===== config.mk =====
export PLATFORM = sky130hd
export DESIGN_NAME = emt_timer
export DESIGN_NICKNAME = d
export VERILOG_FILES = /design/src/verilog/emt_pkg.sv /design/src/verilog/emt_flag.sv /design/src/verilog/emt_timer.sv
export VERILOG_INCLUDE_DIRS = /design/src /design/src/verilog
export SDC_FILE = /design/constraint.sdc
export NUM_CORES = 1
export LEC_CHECK = 0
export ABC_AREA = 1
export BUFFER_PORTS_ARGS = -buffer_cell sky130_fd_sc_hd__buf_2
export CAP_MARGIN = 25
export CORE_MARGIN = 4
export CORE_UTILIZATION = 25
export CTS_CLUSTER_DIAMETER = 200
export DETAILED_ROUTE_END_ITERATION = 8
export GPL_TIMING_DRIVEN = 0
export PLACE_DENSITY = 0.45
export SETUP_SLACK_MARGIN = 0.05
export SLEW_MARGIN = 40
export SYNTH_ARGS = -nofsm -noshare
export SYNTH_HDL_FRONTEND = slang
export SYNTH_SLANG_ARGS = --single-unit

===== constraint.sdc =====
create_clock -name i_clk -period 3.81 [get_ports i_clk]
set_input_delay 0.762 -clock i_clk [delete_from_list [all_inputs] [get_ports i_clk]]
set_output_delay 0.762 -clock i_clk [all_outputs]
set_load 0.01 [all_outputs]

===== src/verilog/emt_map.svh =====
// Constants for the eight-bit match timer channel
`ifndef EMT_MAP_SVH
`define EMT_MAP_SVH
`define EMT_CNT_W        8
`define EMT_CNT_MAX      8'hFF
`define EMT_CNT_ZERO     8'h00
`define EMT_CONST_RST    8'hFF
`define EMT_PRE_W        12
`define EMT_OSEL_NONE    2'h0
`define EMT_OSEL_LOW     2'h1
`define EMT_OSEL_HIGH    2'h2
`define EMT_OSEL_TOGGLE  2'h3
`define EMT_CLR_NONE     2'h0
`define EMT_CLR_MATCH_A  2'h1
`define EMT_CLR_MATCH_B  2'h2
`define EMT_CLR_EXT      2'h3
`define EMT_CKS_STOP     3'h0
`define EMT_CKS_EXT_RISE 3'h5
`define EMT_CKS_EXT_FALL 3'h6
`define EMT_CKS_EXT_BOTH 3'h7
`endif


===== src/verilog/emt_pkg.sv =====
// Types shared by the eight-bit match timer channel
package emt_pkg;
  // Configuration carried as one group
  typedef struct packed {
    logic [2:0] clock_select;      // clock_select_hi .. clock_select_lo
    logic [1:0] aux_clock_select;  // aux_clock_select_hi/lo
    logic [1:0] clear_sel;         // clear_sel_hi, clear_sel_lo
    logic [1:0] out_sel_b;         // out_sel_b_hi, lo
    logic [1:0] out_sel_a;         // hi, out_sel_a_lo
    logic       match_irq_en_a;
    logic       match_irq_en_b;
    logic       wrap_irq_en;
  } emt_cfg_t;
  // Flag state seen by software
  typedef struct packed {
    logic match_flag_b;
    logic match_flag_a;
    logic wrap_flag;
  } emt_flags_t;
  // Software flag-clear requests (write of zero after a read of one)
  typedef struct packed {
    logic clr_b;
    logic clr_a;
    logic clr_wrap;
  } emt_fclr_t;
endpackage


===== src/verilog/emt_flag.sv =====
// One sticky event flag with read-then-write-zero clearing
`timescale 1ns/10ps
module emt_flag
(
  input  wire logic i_clk,
  input  wire logic i_rst_n,
  input  wire logic i_set,
  input  wire logic i_read,
  input  wire logic i_clear,
  output logic      o_flag
);
  logic armed;

  // Arm on a read that sees the flag set; a later clear then counts
  always_ff @(posedge i_clk)
  begin
    if (!i_rst_n)
      armed <= 1'b0;
    else if (i_set)
      armed <= armed;
    else if (i_clear)
      armed <= 1'b0;
    else if (i_read && o_flag)
      armed <= 1'b1;
  end

  // set wins
  // Set beats clear so an event in the clear cycle is kept
  always_ff @(posedge i_clk)
  begin
    if (!i_rst_n)
      o_flag <= 1'b0;
    else if (i_set)
      o_flag <= 1'b1;
    else if (i_clear && armed)
      o_flag <= 1'b0;
  end

  flag_clear_a: assert property (@(posedge i_clk) disable iff (!i_rst_n)
    ($past(o_flag) && !o_flag) |-> $past(armed))
    else $error("flag cleared without prior read");
endmodule // emt_flag


===== src/verilog/emt_timer.sv =====
// Eight-bit match timer channel: counter, compares, output, flags
`timescale 1ns/10ps
`include "emt_map.svh"
module emt_timer
#(
  parameter int CNT_W = `EMT_CNT_W
)
(
  input  wire logic                 i_clk,
  input  wire logic                 i_rst_n,
  input  wire emt_pkg::emt_cfg_t    i_cfg,
  input  wire logic                 i_ext_count_input,
  input  wire logic                 i_ext_reset_input,
  input  wire logic                 i_cnt_wr,
  input  wire logic [CNT_W-1:0]     i_cnt_wdata,
  input  wire logic                 i_const_a_wr,
  input  wire logic                 i_const_b_wr,
  input  wire logic [CNT_W-1:0]     i_const_wdata,
  input  wire logic                 i_flag_rd,
  input  wire emt_pkg::emt_fclr_t   i_flag_clr,
  output logic [CNT_W-1:0]          o_up_counter,
  output logic [CNT_W-1:0]          o_match_constant_a,
  output logic [CNT_W-1:0]          o_match_constant_b,
  output emt_pkg::emt_flags_t       o_flags,
  output logic                      o_timer_out,
  output logic                      o_timer_out_en,
  output logic                      o_match_irq_a,
  output logic                      o_match_irq_b,
  output logic                      o_wrap_irq,
  output logic [1:0]                o_irq_top
);
  import emt_pkg::*;

  logic [`EMT_PRE_W-1:0] prescale;
  logic [2:0]            ext_sync;
  logic [2:0]            rst_sync;
  logic                  pre_tap;
  logic                  pre_tap_d;
  logic                  tick;
  logic                  ext_rise;
  logic                  ext_fall;
  logic                  ext_clr;
  logic                  match_a;
  logic                  match_b;
  logic                  clr_cnt;
  logic                  wrap;
  logic [1:0]            act;
  logic                  next_out;

  // Free-running prescaler shared by all internal sources
  always_ff @(posedge i_clk)
  begin
    if (!i_rst_n)
      prescale <= '0;
    else
      prescale <= prescale + 1'b1;
  end

  // prescaler tap
  // Six taps chosen by the main and aux select fields
  always_comb
  begin
    case (i_cfg.clock_select)
      3'h1:    pre_tap = i_cfg.aux_clock_select[1] ? prescale[1] : prescale[2];
      3'h2:    pre_tap = i_cfg.aux_clock_select[1] ? prescale[4] : prescale[5];
      3'h3:    pre_tap = i_cfg.aux_clock_select[0] ? prescale[9] : prescale[10];
      default: pre_tap = 1'b0;
    endcase
  end

  // Two-flop synchronisers; the third stage is the edge history
  always_ff @(posedge i_clk)
  begin
    if (!i_rst_n)
    begin
      ext_sync  <= '0;
      rst_sync  <= '0;
      pre_tap_d <= 1'b0;
    end
    else
    begin
      ext_sync  <= {ext_sync[1:0], i_ext_count_input};
      rst_sync  <= {rst_sync[1:0], i_ext_reset_input};
      pre_tap_d <= pre_tap;
    end
  end

  assign ext_rise = ext_sync[1] && !ext_sync[2];
  assign ext_fall = !ext_sync[1] && ext_sync[2];
  assign ext_clr  = (i_cfg.clear_sel == `EMT_CLR_EXT)
                    && rst_sync[1] && !rst_sync[2];

  // count pulse
  // Short external levels are missed by the synchroniser, hence the
  // minimum pulse widths demanded of the source
  always_comb
  begin
    case (i_cfg.clock_select)
      `EMT_CKS_STOP:     tick = 1'b0;
      `EMT_CKS_EXT_RISE: tick = ext_rise;
      `EMT_CKS_EXT_FALL: tick = ext_fall;
      `EMT_CKS_EXT_BOTH: tick = ext_rise || ext_fall;
      default:           tick = pre_tap_d && !pre_tap;
    endcase
  end

  // match strobes
  // Match fires on the last cycle of equality, never while its own constant is written
  assign match_a = tick && (o_up_counter == o_match_constant_a)
                   && !i_const_a_wr;
  assign match_b = tick && (o_up_counter == o_match_constant_b)
                   && !i_const_b_wr;

  assign clr_cnt = ext_clr
                   || (i_cfg.clear_sel == `EMT_CLR_MATCH_A && match_a)
                   || (i_cfg.clear_sel == `EMT_CLR_MATCH_B && match_b);
  // wrap detect; a clear or a software write replaces the wrap
  assign wrap = tick && !clr_cnt && !i_cnt_wr
                && (o_up_counter == `EMT_CNT_MAX);

  always_ff @(posedge i_clk)
  begin
    if (!i_rst_n)
      o_up_counter <= `EMT_CNT_ZERO;
    else if (clr_cnt)
      o_up_counter <= `EMT_CNT_ZERO;
    else if (i_cnt_wr)
      o_up_counter <= i_cnt_wdata;
    else if (tick)
      o_up_counter <= o_up_counter + 1'b1;
  end

  // Constant registers written by software
  always_ff @(posedge i_clk)
  begin
    if (!i_rst_n)
    begin
      o_match_constant_a <= `EMT_CONST_RST;
      o_match_constant_b <= `EMT_CONST_RST;
    end
    else
    begin
      if (i_const_a_wr)
        o_match_constant_a <= i_const_wdata;
      if (i_const_b_wr)
        o_match_constant_b <= i_const_wdata;
    end
  end

  // output action
  // Largest code wins: toggle, high, low, hold in that order
  always_comb
  begin
    act = `EMT_OSEL_NONE;
    if (match_a && i_cfg.out_sel_a > act)
      act = i_cfg.out_sel_a;
    if (match_b && i_cfg.out_sel_b > act)
      act = i_cfg.out_sel_b;
    case (act)
      `EMT_OSEL_LOW:    next_out = 1'b0;
      `EMT_OSEL_HIGH:   next_out = 1'b1;
      `EMT_OSEL_TOGGLE: next_out = !o_timer_out;
      default:          next_out = o_timer_out;
    endcase
  end

  always_ff @(posedge i_clk)
  begin
    if (!i_rst_n)
      o_timer_out <= 1'b0;
    else
      o_timer_out <= next_out;
  end

  assign o_timer_out_en = |{i_cfg.out_sel_a, i_cfg.out_sel_b};

  emt_flag u_flag_a
  (
    .i_clk   (i_clk),
    .i_rst_n (i_rst_n),
    .i_set   (match_a),
    .i_read  (i_flag_rd),
    .i_clear (i_flag_clr.clr_a),
    .o_flag  (o_flags.match_flag_a)
  );
  emt_flag u_flag_b
  (
    .i_clk   (i_clk),
    .i_rst_n (i_rst_n),
    .i_set   (match_b),
    .i_read  (i_flag_rd),
    .i_clear (i_flag_clr.clr_b),
    .o_flag  (o_flags.match_flag_b)
  );
  emt_flag u_flag_w
  (
    .i_clk   (i_clk),
    .i_rst_n (i_rst_n),
    .i_set   (wrap),
    .i_read  (i_flag_rd),
    .i_clear (i_flag_clr.clr_wrap),
    .o_flag  (o_flags.wrap_flag)
  );

  assign o_match_irq_a = o_flags.match_flag_a && i_cfg.match_irq_en_a;
  assign o_match_irq_b = o_flags.match_flag_b && i_cfg.match_irq_en_b;
  assign o_wrap_irq    = o_flags.wrap_flag && i_cfg.wrap_irq_en;

  // priority code
  // 3 = match A, 2 = match B, 1 = wrap, 0 = none
  always_comb
  begin
    if (o_match_irq_a)
      o_irq_top = 2'h3;
    else if (o_match_irq_b)
      o_irq_top = 2'h2;
    else if (o_wrap_irq)
      o_irq_top = 2'h1;
    else
      o_irq_top = 2'h0;
  end

  // Checks beside the logic
  match_flag_a_a: assert property (@(posedge i_clk) disable iff (!i_rst_n)
    match_a |=> o_flags.match_flag_a)
    else $error("match A did not set flag");
  write_block_a: assert property (@(posedge i_clk) disable iff (!i_rst_n)
    i_const_a_wr |-> !match_a)
    else $error("match A during constant write");
  wrap_flag_a: assert property (@(posedge i_clk) disable iff (!i_rst_n)
    (tick && !clr_cnt && !i_cnt_wr && o_up_counter == 8'hFF)
    |=> (o_up_counter == 8'h00) && o_flags.wrap_flag)
    else $error("wrap not flagged");
  clear_win_a: assert property (@(posedge i_clk) disable iff (!i_rst_n)
    (clr_cnt && i_cnt_wr) |=> o_up_counter == 8'h00)
    else $error("write beat clear");
  clear_a_a: assert property (@(posedge i_clk) disable iff (!i_rst_n)
    (match_a && i_cfg.clear_sel == 2'h1) |=> o_up_counter == 8'h00)
    else $error("match A clear missed");
  clear_b_a: assert property (@(posedge i_clk) disable iff (!i_rst_n)
    (match_b && i_cfg.clear_sel == 2'h2) |=> o_up_counter == 8'h00)
    else $error("match B clear missed");
  ext_clear_a: assert property (@(posedge i_clk) disable iff (!i_rst_n)
    (i_cfg.clear_sel == 2'h3 && $rose(rst_sync[1]))
    |=> o_up_counter == 8'h00)
    else $error("external clear missed");
  toggle_out_a: assert property (@(posedge i_clk) disable iff (!i_rst_n)
    (match_a && i_cfg.out_sel_a == 2'h3)
    |=> o_timer_out != $past(o_timer_out))
    else $error("toggle not applied");
  out_level_a: assert property (@(posedge i_clk) disable iff (!i_rst_n)
    (match_a && i_cfg.out_sel_a == 2'h2 && !(match_b
     && i_cfg.out_sel_b == 2'h3)) |=> o_timer_out)
    else $error("drive high not applied");
  out_hold_a: assert property (@(posedge i_clk) disable iff (!i_rst_n)
    (!match_a && !match_b) |=> $stable(o_timer_out))
    else $error("output changed without match");
  irq_prio_a: assert property (@(posedge i_clk) disable iff (!i_rst_n)
    o_match_irq_a |-> o_irq_top == 2'h3)
    else $error("priority wrong");
  irq_line_a: assert property (@(posedge i_clk) disable iff (!i_rst_n)
    o_wrap_irq == (o_flags.wrap_flag && i_cfg.wrap_irq_en))
    else $error("wrap request mismatch");
  ext_tick_a: assert property (@(posedge i_clk) disable iff (!i_rst_n)
    (i_cfg.clock_select == 3'h5 && ext_rise && !clr_cnt && !i_cnt_wr)
    |=> o_up_counter == $past(o_up_counter) + 8'h01)
    else $error("external rise not counted");
  int_tick_a: assert property (@(posedge i_clk) disable iff (!i_rst_n)
    (tick && i_cfg.clock_select == 3'h1 && $stable(i_cfg))
    |-> prescale[1:0] == 2'h0)
    else $error("internal tick off the prescaler fall");
endmodule // emt_timer


After elaboration in Yosys (flattened, before gate mapping):

Cells that the tools add are included.

* add/subtract/negate cells: 2
* order comparisons: 2
* eq/ne operators: 15
* mux-type cells: 25
* bitwise gates (word level): 4
* reduce and logical (&&, ||, !) cells: 51

Operator list (number)
* logical AND 1 bit: 25
* equality test 8 bit: 2
* 2-to-1 mux 1 bit: 16
* 2-to-1 mux 8 bit: 2
* nonzero test 2 bit: 7
* adder 12 x 1 -> 12 bit (second input constant): 1
* equality test 3 bit (second input constant): 3
* logical NOT 1 bit: 9
* adder 8 x 1 -> 8 bit (second input constant): 1
* equality test 2 bit (second input constant): 4
* equality test 8 bit (second input constant): 1
* 2-to-1 mux 2 bit: 4
* equality test 3 x 2 -> 1 bit (second input constant): 2
* one-hot mux 1 bit (3 select lines): 2
* AND reduction 2 bit: 3
* equality test 2 x 1 -> 1 bit (second input constant): 2
* NOT 1 bit: 4
* one-hot mux 1 bit (4 select lines): 1
* OR reduction 4 bit: 1
* equality test 3 x 1 -> 1 bit (second input constant): 1
* logical NOT 3 bit: 1
* logical OR 1 bit: 3
* nonzero test 3 bit: 1
* greater-than comparator 2 x 1 -> 1 bit (second input constant): 1
* 2 further kinds: 2

* register bits after elaboration: 50
* input bits: 41
* output and inout port bits: 34
* word-level logic and storage cells: 113

Depth between registers and ports, before layout:

Gate-level depths: netlist (run 1).

* depth in word-level cells: 16
* gate-level depth with buffers: 21
* depth with buffers taken out: 21

Cells and area by module:

Synthesis (run 1) repeated with hierarchy kept, for this count alone.

* cell total of the unflattened synthesis: 397
* area, all modules: 2665.1 um^2

Modules (own cells, without submodules)
* emt_timer: instances 1, cells each 364, area each 2406.1 um^2, sequential area each 860.8 um^2
* emt_flag: instances 3, cells each 11, area each 86.3 um^2, sequential area each 40.0 um^2

Worst setup path after synthesis (run 1):

OpenSTA, ideal clock, no wires.

* path type: input port to flip-flop
* start point: input port i_cfg[12] (netlist name)
* end point: register o_timer_out
* setup time: 0.113 ns
* arrival: 2.260 ns
* data required time: 3.697 ns
* slack: 1.437 ns
* stages on the path: 16
* buffers on the path: 0
* cells stage by stage: nor2_2 -> o21ai_1 -> a21oi_1 -> nand2_2 -> nand2_4 -> nand2_2 -> inv_2 -> nand2_1 -> ha_1 -> a21oi_1 -> a21oi_1 -> nand2_1 -> nand2_1 -> nand2_1 -> o21ai_1 -> nor2_1

* longest elaborated chain between the ends: 14
* elaborated cells between the ends (all ways): 25
* classes of those cells: order compare (1); eq/ne (9); mux (5); reduce/logical (10)

Ends and longest elaborated chain
* from (decl): line emt_timer.sv:11 `input wire emt_pkg::emt_cfg_t i_cfg,`
* equality test 3 x 2 -> 1 bit or equality test 3 x 1 -> 1 bit (tied branches): line emt_timer.sv:63 `case (i_cfg.clock_select)`
* one-hot mux 1 bit (3 select lines): line emt_timer.sv:63
* logical NOT 1 bit: line emt_timer.sv:103 `default: tick = pre_tap_d && !pre_tap;`
* logical AND 1 bit: line emt_timer.sv:103
* one-hot mux 1 bit (4 select lines) *: line emt_timer.sv:98 `case (i_cfg.clock_select)`
* logical AND 1 bit: line emt_timer.sv:109 `assign match_a = tick && (o_up_counter == o_match_constant_a)`
* logical AND 1 bit: line emt_timer.sv:110 `&& !i_const_a_wr;`
* logical AND 1 bit: line emt_timer.sv:155 `if (match_a && i_cfg.out_sel_a > act)`
* 2-to-1 mux 2 bit: line emt_timer.sv:155
* greater-than comparator 2 bit: line emt_timer.sv:157 `if (match_b && i_cfg.out_sel_b > act)`
* logical AND 1 bit: line emt_timer.sv:157
* 2-to-1 mux 2 bit *: line emt_timer.sv:157
* equality test 2 bit or equality test 2 x 1 -> 1 bit (tied branches): line emt_timer.sv:159 `case (act)`
* one-hot mux 1 bit (3 select lines) or nonzero test 3 bit (tied branches)
* to (signal assigned): line emt_timer.sv:172 `o_timer_out <= next_out;`
* to (decl): line emt_timer.sv:25 `output logic o_timer_out,`

Mark *: on every way between the ends. The rest lies on a longest branch, timed or not.
A chain may end at the register's enable or synchronous reset.

Final worst setup path (run 1):

* start point: input port i_const_a_wr
* end point: register o_timer_out

* longest elaborated chain between the ends: 9
* elaborated cells between the ends (all ways): 12
* classes of those cells: order compare (1); eq/ne (3); mux (3); reduce/logical (5)

Ends and longest elaborated chain
* from (decl): line emt_timer.sv:16 `input wire logic i_const_a_wr,`
* logical NOT 1 bit *: line emt_timer.sv:110
* logical AND 1 bit *: line emt_timer.sv:110
* logical AND 1 bit *: line emt_timer.sv:155
* 2-to-1 mux 2 bit *: line emt_timer.sv:155
* greater-than comparator 2 bit: line emt_timer.sv:157
* logical AND 1 bit: line emt_timer.sv:157
* 2-to-1 mux 2 bit *: line emt_timer.sv:157
* equality test 2 bit or equality test 2 x 1 -> 1 bit (tied branches): line emt_timer.sv:159
* one-hot mux 1 bit (3 select lines) or nonzero test 3 bit (tied branches)

Marked as above.

==> impl_metrics.py, run 1 <==
metrics = {
    "timing": {
        "tightest_slew_ns": 0.5864,
        "finalSetupViolCount": 0,
        "grt_setup_unrepaired": "false",
        "clock_skew_ns": 0.01393,
        "finalMaxSlewViolations": 0,
        "fin_crit_sh": 0.6583,
        "fin_crit_ns": 2.508,
        "tns_ns": 0,
        "timing.fmax_mhz": 398.7,
        "final-hold-violation-count": 0,
        "relSlewSlack": 0.6091,
    },
    "worst_setup_path": {
        "r2r_start": "o_up_counter[1]",
        "cp_max_fo": 7,
        "arrival_ns": 2.72,
        "crit_path_start_kind": "primary input",
        "reg2reg_to": "o_timer_out",
        "reg2reg_slack_ns": 1.38,
        "crit_type": "in -> reg",
        "worst_setup_path_end_kind": "flop",
        "r2r_cells": 17,
        "critPathLaunch": "i_const_a_wr",
        "cp.required_ns": 4.02,
    },
    "clock_tree": {
        "cts_tree": "built",
        "cts_setup_buffers": 0,
        "clockBufferDepth": 2,
        "insertion_delay_ns": 0.30,
        "clock_sinks": 49,
        "clock-root-buffer": "clkbuf_8",
        "ctsHtreeMaxLevel": 2,
        "cts_buffers": 5,
        "clk_pin_slew_ns": 0.09,
        "cts_resized": 0,
        "ctsHoldBuffers": 0,
    },
    "hold_path": {
        "hold_path_class": "reg -> reg",
        "min_from": "rst_sync[0]",
        "hold_end": "rst_sync[1]",
        "whs_path_depth": 2,
    },
    "detailed_routing": {
        "dr.pass1.iters": 4,
        "vias": 2448,
        "drc_errors": 0,
        "vias_per_cell": 4.206,
        "wl_um": 6902,
        "ant_nets": 0,
        "wl_per_cell_um": 11.86,
        "drt-initial-drc-count": 78,
    },
    "logic_synthesis": {
        "ys_types": 36,
        "synth_compound_area_frac": 0.1426,
        "syn_inst": 370,
        "yosys.area_share.adder": 0.02972,
        "yosys_warnings": 0,
        "syn_area_per_cell_um2": 6.827,
        "synth_simple_gate_area_share": 0.3031,
        "synthArstFlopShare": 0,
        "synth_area_um2": 2526,
        "synth_edf_count": 0,
        "synthXorXnorAreaFrac": 0.02427,
        "synth-seq-area-share": 0.3883,
        "synthFlopType": "dfxtp_1",
        "ys_seq_elements": 49,
        "yosys-mux-area-fraction": 0,
        "synth_fp_nets": 417,
        "synth_top_family_by_area": "simple AND/OR/NAND/NOR gates",
    },
    "power": {
        "ir_drop_uv": 123.7,
        "powerDensity_nw_per_um2": 320.6,
        "power_leakage_nw": 1.553,
    },
    "job": {
        "maxCapViolCount": 0,
    },
    "layout": {
        "layout-drive-gt1-share": 0.2405,
        "nNetsFinal": 497,
        "finalInstanceArea_um2": 3132,
        "nFillCells": 1135,
        "num_antenna_cells": 0,
        "syn_to_final_growth_pct": 23.97,
    },
    "outcome": {
        "status": "completed",
    },
    "floorplanning": {
        "die_w_um": 108.5,
        "core_area_um2": 9819,
        "die_area_um2": 11780,
        "start_util": 0.2573,
        "rows": 36,
        "fp.dieH_um": 108.5,
        "io_pins": 75,
    },
    "global_routing": {
        "grt_usage": 0.1225,
        "antenna_found_initial": 0,
        "grt_pass1_wl_um": 11390,
        "grt-ovfl-total": 0,
        "grt_pass1_vias": 2389,
        "grt_max_degree": 14,
    },
    "placed_design": {
        "detailedPlacementHpwl_um": 5469,
        "place_area_um2": 3058,
        "gp_congestion": 0.8485,
        "portBuffers": 73,
    },
}
==> power by group <==
| part | internal (W) | switching, W |
|---|---|---|
| combinational | 0.0000636 | 0.0000900 |
| sequential | 0.000534 | 0.0000214 |
| clock | 0.000121 | 0.000173 |
==> Yosys cell counts, types with 3 or more instances <==
| cell | count | area share |
|---|---|---|
| nand2_1 | 91 | 0.14 |
| a31oi_1 | 8 | 0.020 |
| nor3_1 | 7 | 0.014 |
| a21oi_1 | 26 | 0.052 |
| o21ai_0 | 23 | 0.046 |
| dfxtp_1 | 49 | 0.39 |
| nand4_1 | 3 | 0.0074 |
| xnor2_1 | 3 | 0.010 |
| inv_1 | 52 | 0.077 |
| xor2_1 | 4 | 0.014 |
| nand3_1 | 20 | 0.040 |
| clkbuf_1 | 4 | 0.0059 |
| nor2_2 | 3 | 0.0074 |
| ha_1 | 6 | 0.030 |
| buf_4 | 4 | 0.012 |
| nor2_1 | 30 | 0.045 |
| nand2_2 | 9 | 0.022 |
| inv_2 | 4 | 0.0059 |
==> registers in the layout (all words and copies together), names as in the netlist <==
name / cells
prescale: 11
o_match_constant_a: 8
o_match_constant_b: 8
o_up_counter: 8
ext_sync: 3
rst_sync: 3
o_timer_out: 1
pre_tap_d: 1
u_flag_a.armed: 1
u_flag_a.o_flag: 1
u_flag_b.armed: 1
u_flag_b.o_flag: 1
u_flag_w.armed: 1
u_flag_w.o_flag: 1
==> final cells by class <==
cell class | count | area [um^2] | share of cell area
flip-flops and latches | 49 | 980.9 | 0.3132
well taps | 133 | 166.4 | 0.05314
multi-input cells | 253 | 1262 | 0.4031
clock inverters | 1 | 5.005 | 0.001598
inverters | 56 | 210.2 | 0.06712
clock buffers | 5 | 68.82 | 0.02197
plain buffers | 12 | 72.57 | 0.02317
repair buffers | 73 | 365.4 | 0.1167
==> routing by layer <==
metal	up-vias	part of all wire	global-route usage	routed length, um
li1	1333	-	-	-
met1	1051	0.49	0.1647	3372
met2	57	0.43	0.1959	2985
met3	7	0.069	0.03164	479
met4	0	0.0093	0.02976	64
met5	-	0	0	0
==> through the flow <==
step / util / cells / hold WS, ns / setup slack (ns) / total power [W]
final: 0.3189 / 582 / 0.4191 / 1.302 / 0.001004
after CTS: 0.3189 / 582 / 0.4203 / 1.302 / 0.001024
after detailed placement: 0.3114 / 576 / 0.3994 / 0.9808 / 0.0007236
after global routing: 0.3189 / 582 / 0.4363 / 1.032 / 0.001068
after global placement: 0.3114 / 576 / 0.3965 / 0.9759 / 0.0007224
after floorplan: - / 370 / 0.3905 / 1.437 / 0.0006528
==> kinds of logic after synthesis <==
group	after synthesis
XOR/XNOR	7
AND/OR/NAND/NOR	174
buffers and inverters	68
adder cells (fa/ha/maj)	6
AO/OA/AOI/OAI	66
flip-flops	49
==> how the worst max path moves through the flow <==
| stage | end | slack, ns | cells after the start |
|---|---|---|---|
| final | o_timer_out | 1.30 | 17 |
| after global routing | o_timer_out | 1.03 | 17 |
| after CTS | o_timer_out | 1.30 | 17 |
| after detailed placement | o_timer_out | 0.98 | 17 |
| after global placement | o_timer_out | 0.98 | 17 |
| after floorplan | o_timer_out | 1.44 | 16 |
==> worst max-delay path: stages <==
cell,delay (ns)
buf_2,0.10
inv_1,0.17
nand2_1,0.08
nor2_1,0.10
nand3_1,0.08
nor2_1,0.24
nand2_2,0.11
inv_2,0.09
nand2_1,0.07
ha_1,0.30
a21oi_1,0.07
a21oi_1,0.15
nand2_1,0.11
nand2_1,0.09
nand2_1,0.05
o21ai_1,0.11
nor2_1,0.04
==> cell usage in the layout, fill, tap and decap left out <==
cell and instances:
nand2_1 91, nor3b_1 1, a31oi_1 8, or2_0 1, clkbuf_8 6, nor3_2 2
o21bai_1 1, nand3_1 20, o21ai_0 23, o211ai_1 1, a22oi_1 1, xor2_1 4
clkbuf_1 4, buf_4 4, nand2_4 1, nor4_1 1, buf_1 1, o2111ai_1 1
nor2_1 30, ha_1 6, nor3_1 7, buf_2 75, inv_1 52, o21ai_1 2
o21a_1 2, or2_1 2, dfxtp_1 49, a21oi_2 1, clkinv_2 1, and2_1 1
nor2_2 3, inv_2 4, nand4_1 3, a21oi_1 26, or2_2 2, nand2_2 9
xnor2_1 3
No activity file was read; power rests on OpenSTA's default activity.
==> run 2: changes to the inputs <==
ABC_AREA = 0   (was 1)
PLACE_DENSITY = 0.46   (was 0.45)
clock period = 2.3 ns   (was 3.81 ns; I/O delays follow)
==> run 2 against run 1 <==
Net effect:
- the run now ends with negative setup slack left
- critical path depth fell by 5
- routed wire length grew 2.9%
- flip-flop and latch count unchanged
- combinational power up 91%
- via count shrank 8.1%
- clock skew is 0.0023 ns higher
- sequential power grew 66%
- worst setup slack got worse by 1.7 ns
- count of clock-buffer cells in the layout is the same
- synthesized cell count is 24% lower
- register-to-register slack got worse by 1.8 ns
- largest cell class unchanged
- highest routed layer is now met5
==> impl_metrics.py, run 2 <==
metrics = {
    "clock_tree": {
        "clk_pin_slew_ns": 0.11,
        "clock-root-buffer": "clkbuf_8",
        "clock_sinks": 49,
        "cts_buffers": 5,
        "cts_tree": "built",
        "insertion_delay_ns": 0.32,
        "ctsHtreeMaxLevel": 2,
        "clockBufferDepth": 2,
        "ctsHoldBuffers": 0,
    },
    "layout": {
        "syn_to_final_growth_pct": 36.79,
        "nNetsFinal": 420,
        "finalInstanceArea_um2": 3382,
        "nFillCells": 1038,
        "final_cell_mix": "72 x buf_2, 41 x dfxtp_1, 32 x nand2_1",
        "top_register": "prescale",
        "largest_reg_flops": 11,
        "num_antenna_cells": 0,
        "mostFrequentLayoutCell": "buf_2",
        "layout-drive-gt1-share": 0.3556,
    },
    "timing": {
        "finalSetupViolCount": 1,
        "relSlewSlack": 0.5056,
        "fin_crit_ns": 2.673,
        "final-hold-violation-count": 0,
        "tightest_slew_ns": 0.7416,
        "timing.fmax_mhz": 374.1,
        "fin_crit_sh": 1.162,
        "finalMaxSlewViolations": 0,
        "tns_ns": -0.3733,
        "clock_skew_ns": 0.01620,
        "setup_slack_ns": -0.3733,
        "grt_setup_unrepaired": "true",
    },
    "outcome": {
        "violations": "negative setup slack",
        "status": "finished with violations",
    },
    "global_routing": {
        "grt_max_degree": 18,
        "grt-ovfl-total": 0,
        "grt_usage": 0.1225,
        "antenna_found_initial": 1,
        "grt_pass1_wl_um": 11180,
        "grt_pass1_vias": 2203,
    },
    "floorplanning": {
        "die_area_um2": 11540,
        "io_pins": 75,
        "start_util": 0.2553,
        "core_area_um2": 9684,
        "fp.dieH_um": 107.4,
        "rows": 36,
        "die_w_um": 107.4,
    },
    "placed_design": {
        "gp_congestion": 0.7837,
        "portBuffers": 71,
        "place_area_um2": 3007,
        "detailedPlacementHpwl_um": 5230,
    },
    "worst_setup_path": {
        "worst_setup_path_end_kind": "flop",
        "crit_path_start_kind": "flop",
        "reg2reg_to": "o_timer_out",
        "r2r_start": "o_match_constant_a[1]",
        "critPathSlowestCell": "dfxtp_1",
        "worst_path_most_repeated_cell": "nor4_4",
        "arrival_ns": 2.89,
        "worst_path_largest_cell_delay_ns": 0.37,
        "crit_type": "reg -> reg",
        "r2r_cells": 12,
        "path_cells": "xor2_2 > nor4_4 > and3_4 > and2_4 > nand2_4 > ha_4 > nor2b_4 > o21ai_4 > nor4_4 > mux2i_1 > a21oi_1 > a311oi_1",
        "cp.required_ns": 2.52,
        "cp_max_fo": 3,
        "reg2reg_slack_ns": -0.37,
    },
    "detailed_routing": {
        "dr.pass1.iters": 4,
        "vias_per_cell": 4.436,
        "wl_per_cell_um": 14.01,
        "top_layer": "met5",
        "met3_length_um": 401,
        "ant_nets": 0,
        "drt-initial-drc-count": 65,
        "wl_met1_um": 3301,
        "vias": 2249,
        "wl_um": 7101,
        "drc_errors": 0,
        "wl_met2_um": 3302,
    },
    "logic_synthesis": {
        "syn_area_per_cell_um2": 8.798,
        "synth.area.top_cells": "dfxtp_1 40%, mux2i_1 7.3%, xnor2_1 5.7%",
        "synthMostInstantiatedCell": "dfxtp_1",
        "yosys-top-cells-count": "49 x dfxtp_1, 34 x nand2_1, 20 x nor2_1",
        "synth-seq-area-share": 0.3968,
        "synthArstFlopShare": 0,
        "yosys_warnings": 0,
        "synth_top_area_frac": 0.3968,
        "synth_fp_nets": 328,
        "synth_edf_count": 0,
        "ys_types": 46,
        "synth_area_um2": 2472,
        "ys_seq_elements": 49,
        "post-synth-top-area-cell": "dfxtp_1",
        "syn_inst": 281,
        "synthFlopType": "dfxtp_1",
    },
    "hold_path": {
        "hold_path_class": "in -> reg",
        "whs_path_depth": 2,
        "hold_end": "u_flag_b.armed",
        "min_from": "i_flag_clr[2]",
    },
    "power": {
        "power_leakage_nw": 1.419,
        "ir_drop_uv": 224.7,
        "powerDensity_nw_per_um2": 522.9,
    },
    "job": {
        "maxCapViolCount": 0,
    },
}
==> run 2: cell type report <==
type / instances / area (um^2) / share of cell area
multi-input cells: 208 / 1543 / 0.4562
flip-flops and latches: 49 / 993.5 / 0.2937
repair buffers: 86 / 475.5 / 0.1406
well taps: 133 / 166.4 / 0.04920
plain buffers: 13 / 72.57 / 0.02146
clock buffers: 5 / 68.82 / 0.02035
inverters: 10 / 37.54 / 0.01110
clock inverters: 3 / 25.02 / 0.007399
==> run 2: routing by layer <==
layer | track usage | up-vias
met3 | 0.02699 | 9
met5 | 0 | -
met4 | 0.04148 | 2
met1 | 0.1630 | 1025
met2 | 0.1962 | 58
li1 | - | 1155
==> run 2: repair_timing <==
item / 4_1_cts / 5_1_grt
endpoints found under the setup margin: 5 / 9
pin swaps: 15 / 17
setup buffers: 13 / 2
gates resized for setup: 26 / 16
==> run 2: cells by family after synthesis <==
logic type | share of synthesized area
AO/OA/AOI/OAI | 0.1432
XOR/XNOR | 0.09919
adder cells (fa/ha/maj) | 0.03036
buffers and inverters | 0.04453
flip-flops | 0.3968
multiplexers | 0.07287
AND/OR/NAND/NOR | 0.2131
==> run 2: how the worst max path moves through the flow <==
stage	start	endpoint	slack, ns	cells after the start
2_1_floorplan	i_cfg[9]	o_timer_out	-0.50	14
6_report	o_match_constant_a[1]	o_timer_out	-0.37	12
3_3_place_gp	o_up_counter[0]	o_timer_out	-0.99	13
3_5_place_dp	o_up_counter[0]	o_timer_out	-1.05	13
5_1_grt	prescale[9]	o_timer_out	-0.55	14
4_1_cts	o_up_counter[1]	o_timer_out	-0.56	13
==> run 2: power by group <==
group | switching [W] | leakage [nW] | internal (W)
Sequential | 0.0000391 | 0.405 | 0.000886
Combinational | 0.000156 | 0.968 | 0.000138
Clock | 0.000326 | 0.0452 | 0.000223
Total | 0.000522 | 1.42 | 0.00125
==> run 2: critical path: cells and delay by family, from the launching register on <==
family | cells | cell delay, ns
simple gates | 6 | 1.14
compound gates | 3 | 0.39
flops | 1 | 0.37
fa+ha+maj | 1 | 0.26
mux | 1 | 0.22
xor+xnor | 1 | 0.20
==> run 2: metrics by stage <==
step                      power [W]  hold slack [ns]  worst slack, ns  instances  utilization
after CTS                  0.001792           0.3328          -0.5559        506       0.3406
after global placement     0.001198           0.4204          -0.9884        485       0.3105
after floorplan            0.001087           0.4119          -0.4985        281            -
after detailed placement   0.001200           0.4169           -1.047        485       0.3105
after global routing       0.001863           0.3385          -0.5520        507       0.3492
final                      0.001768           0.3475          -0.3733        507       0.3492
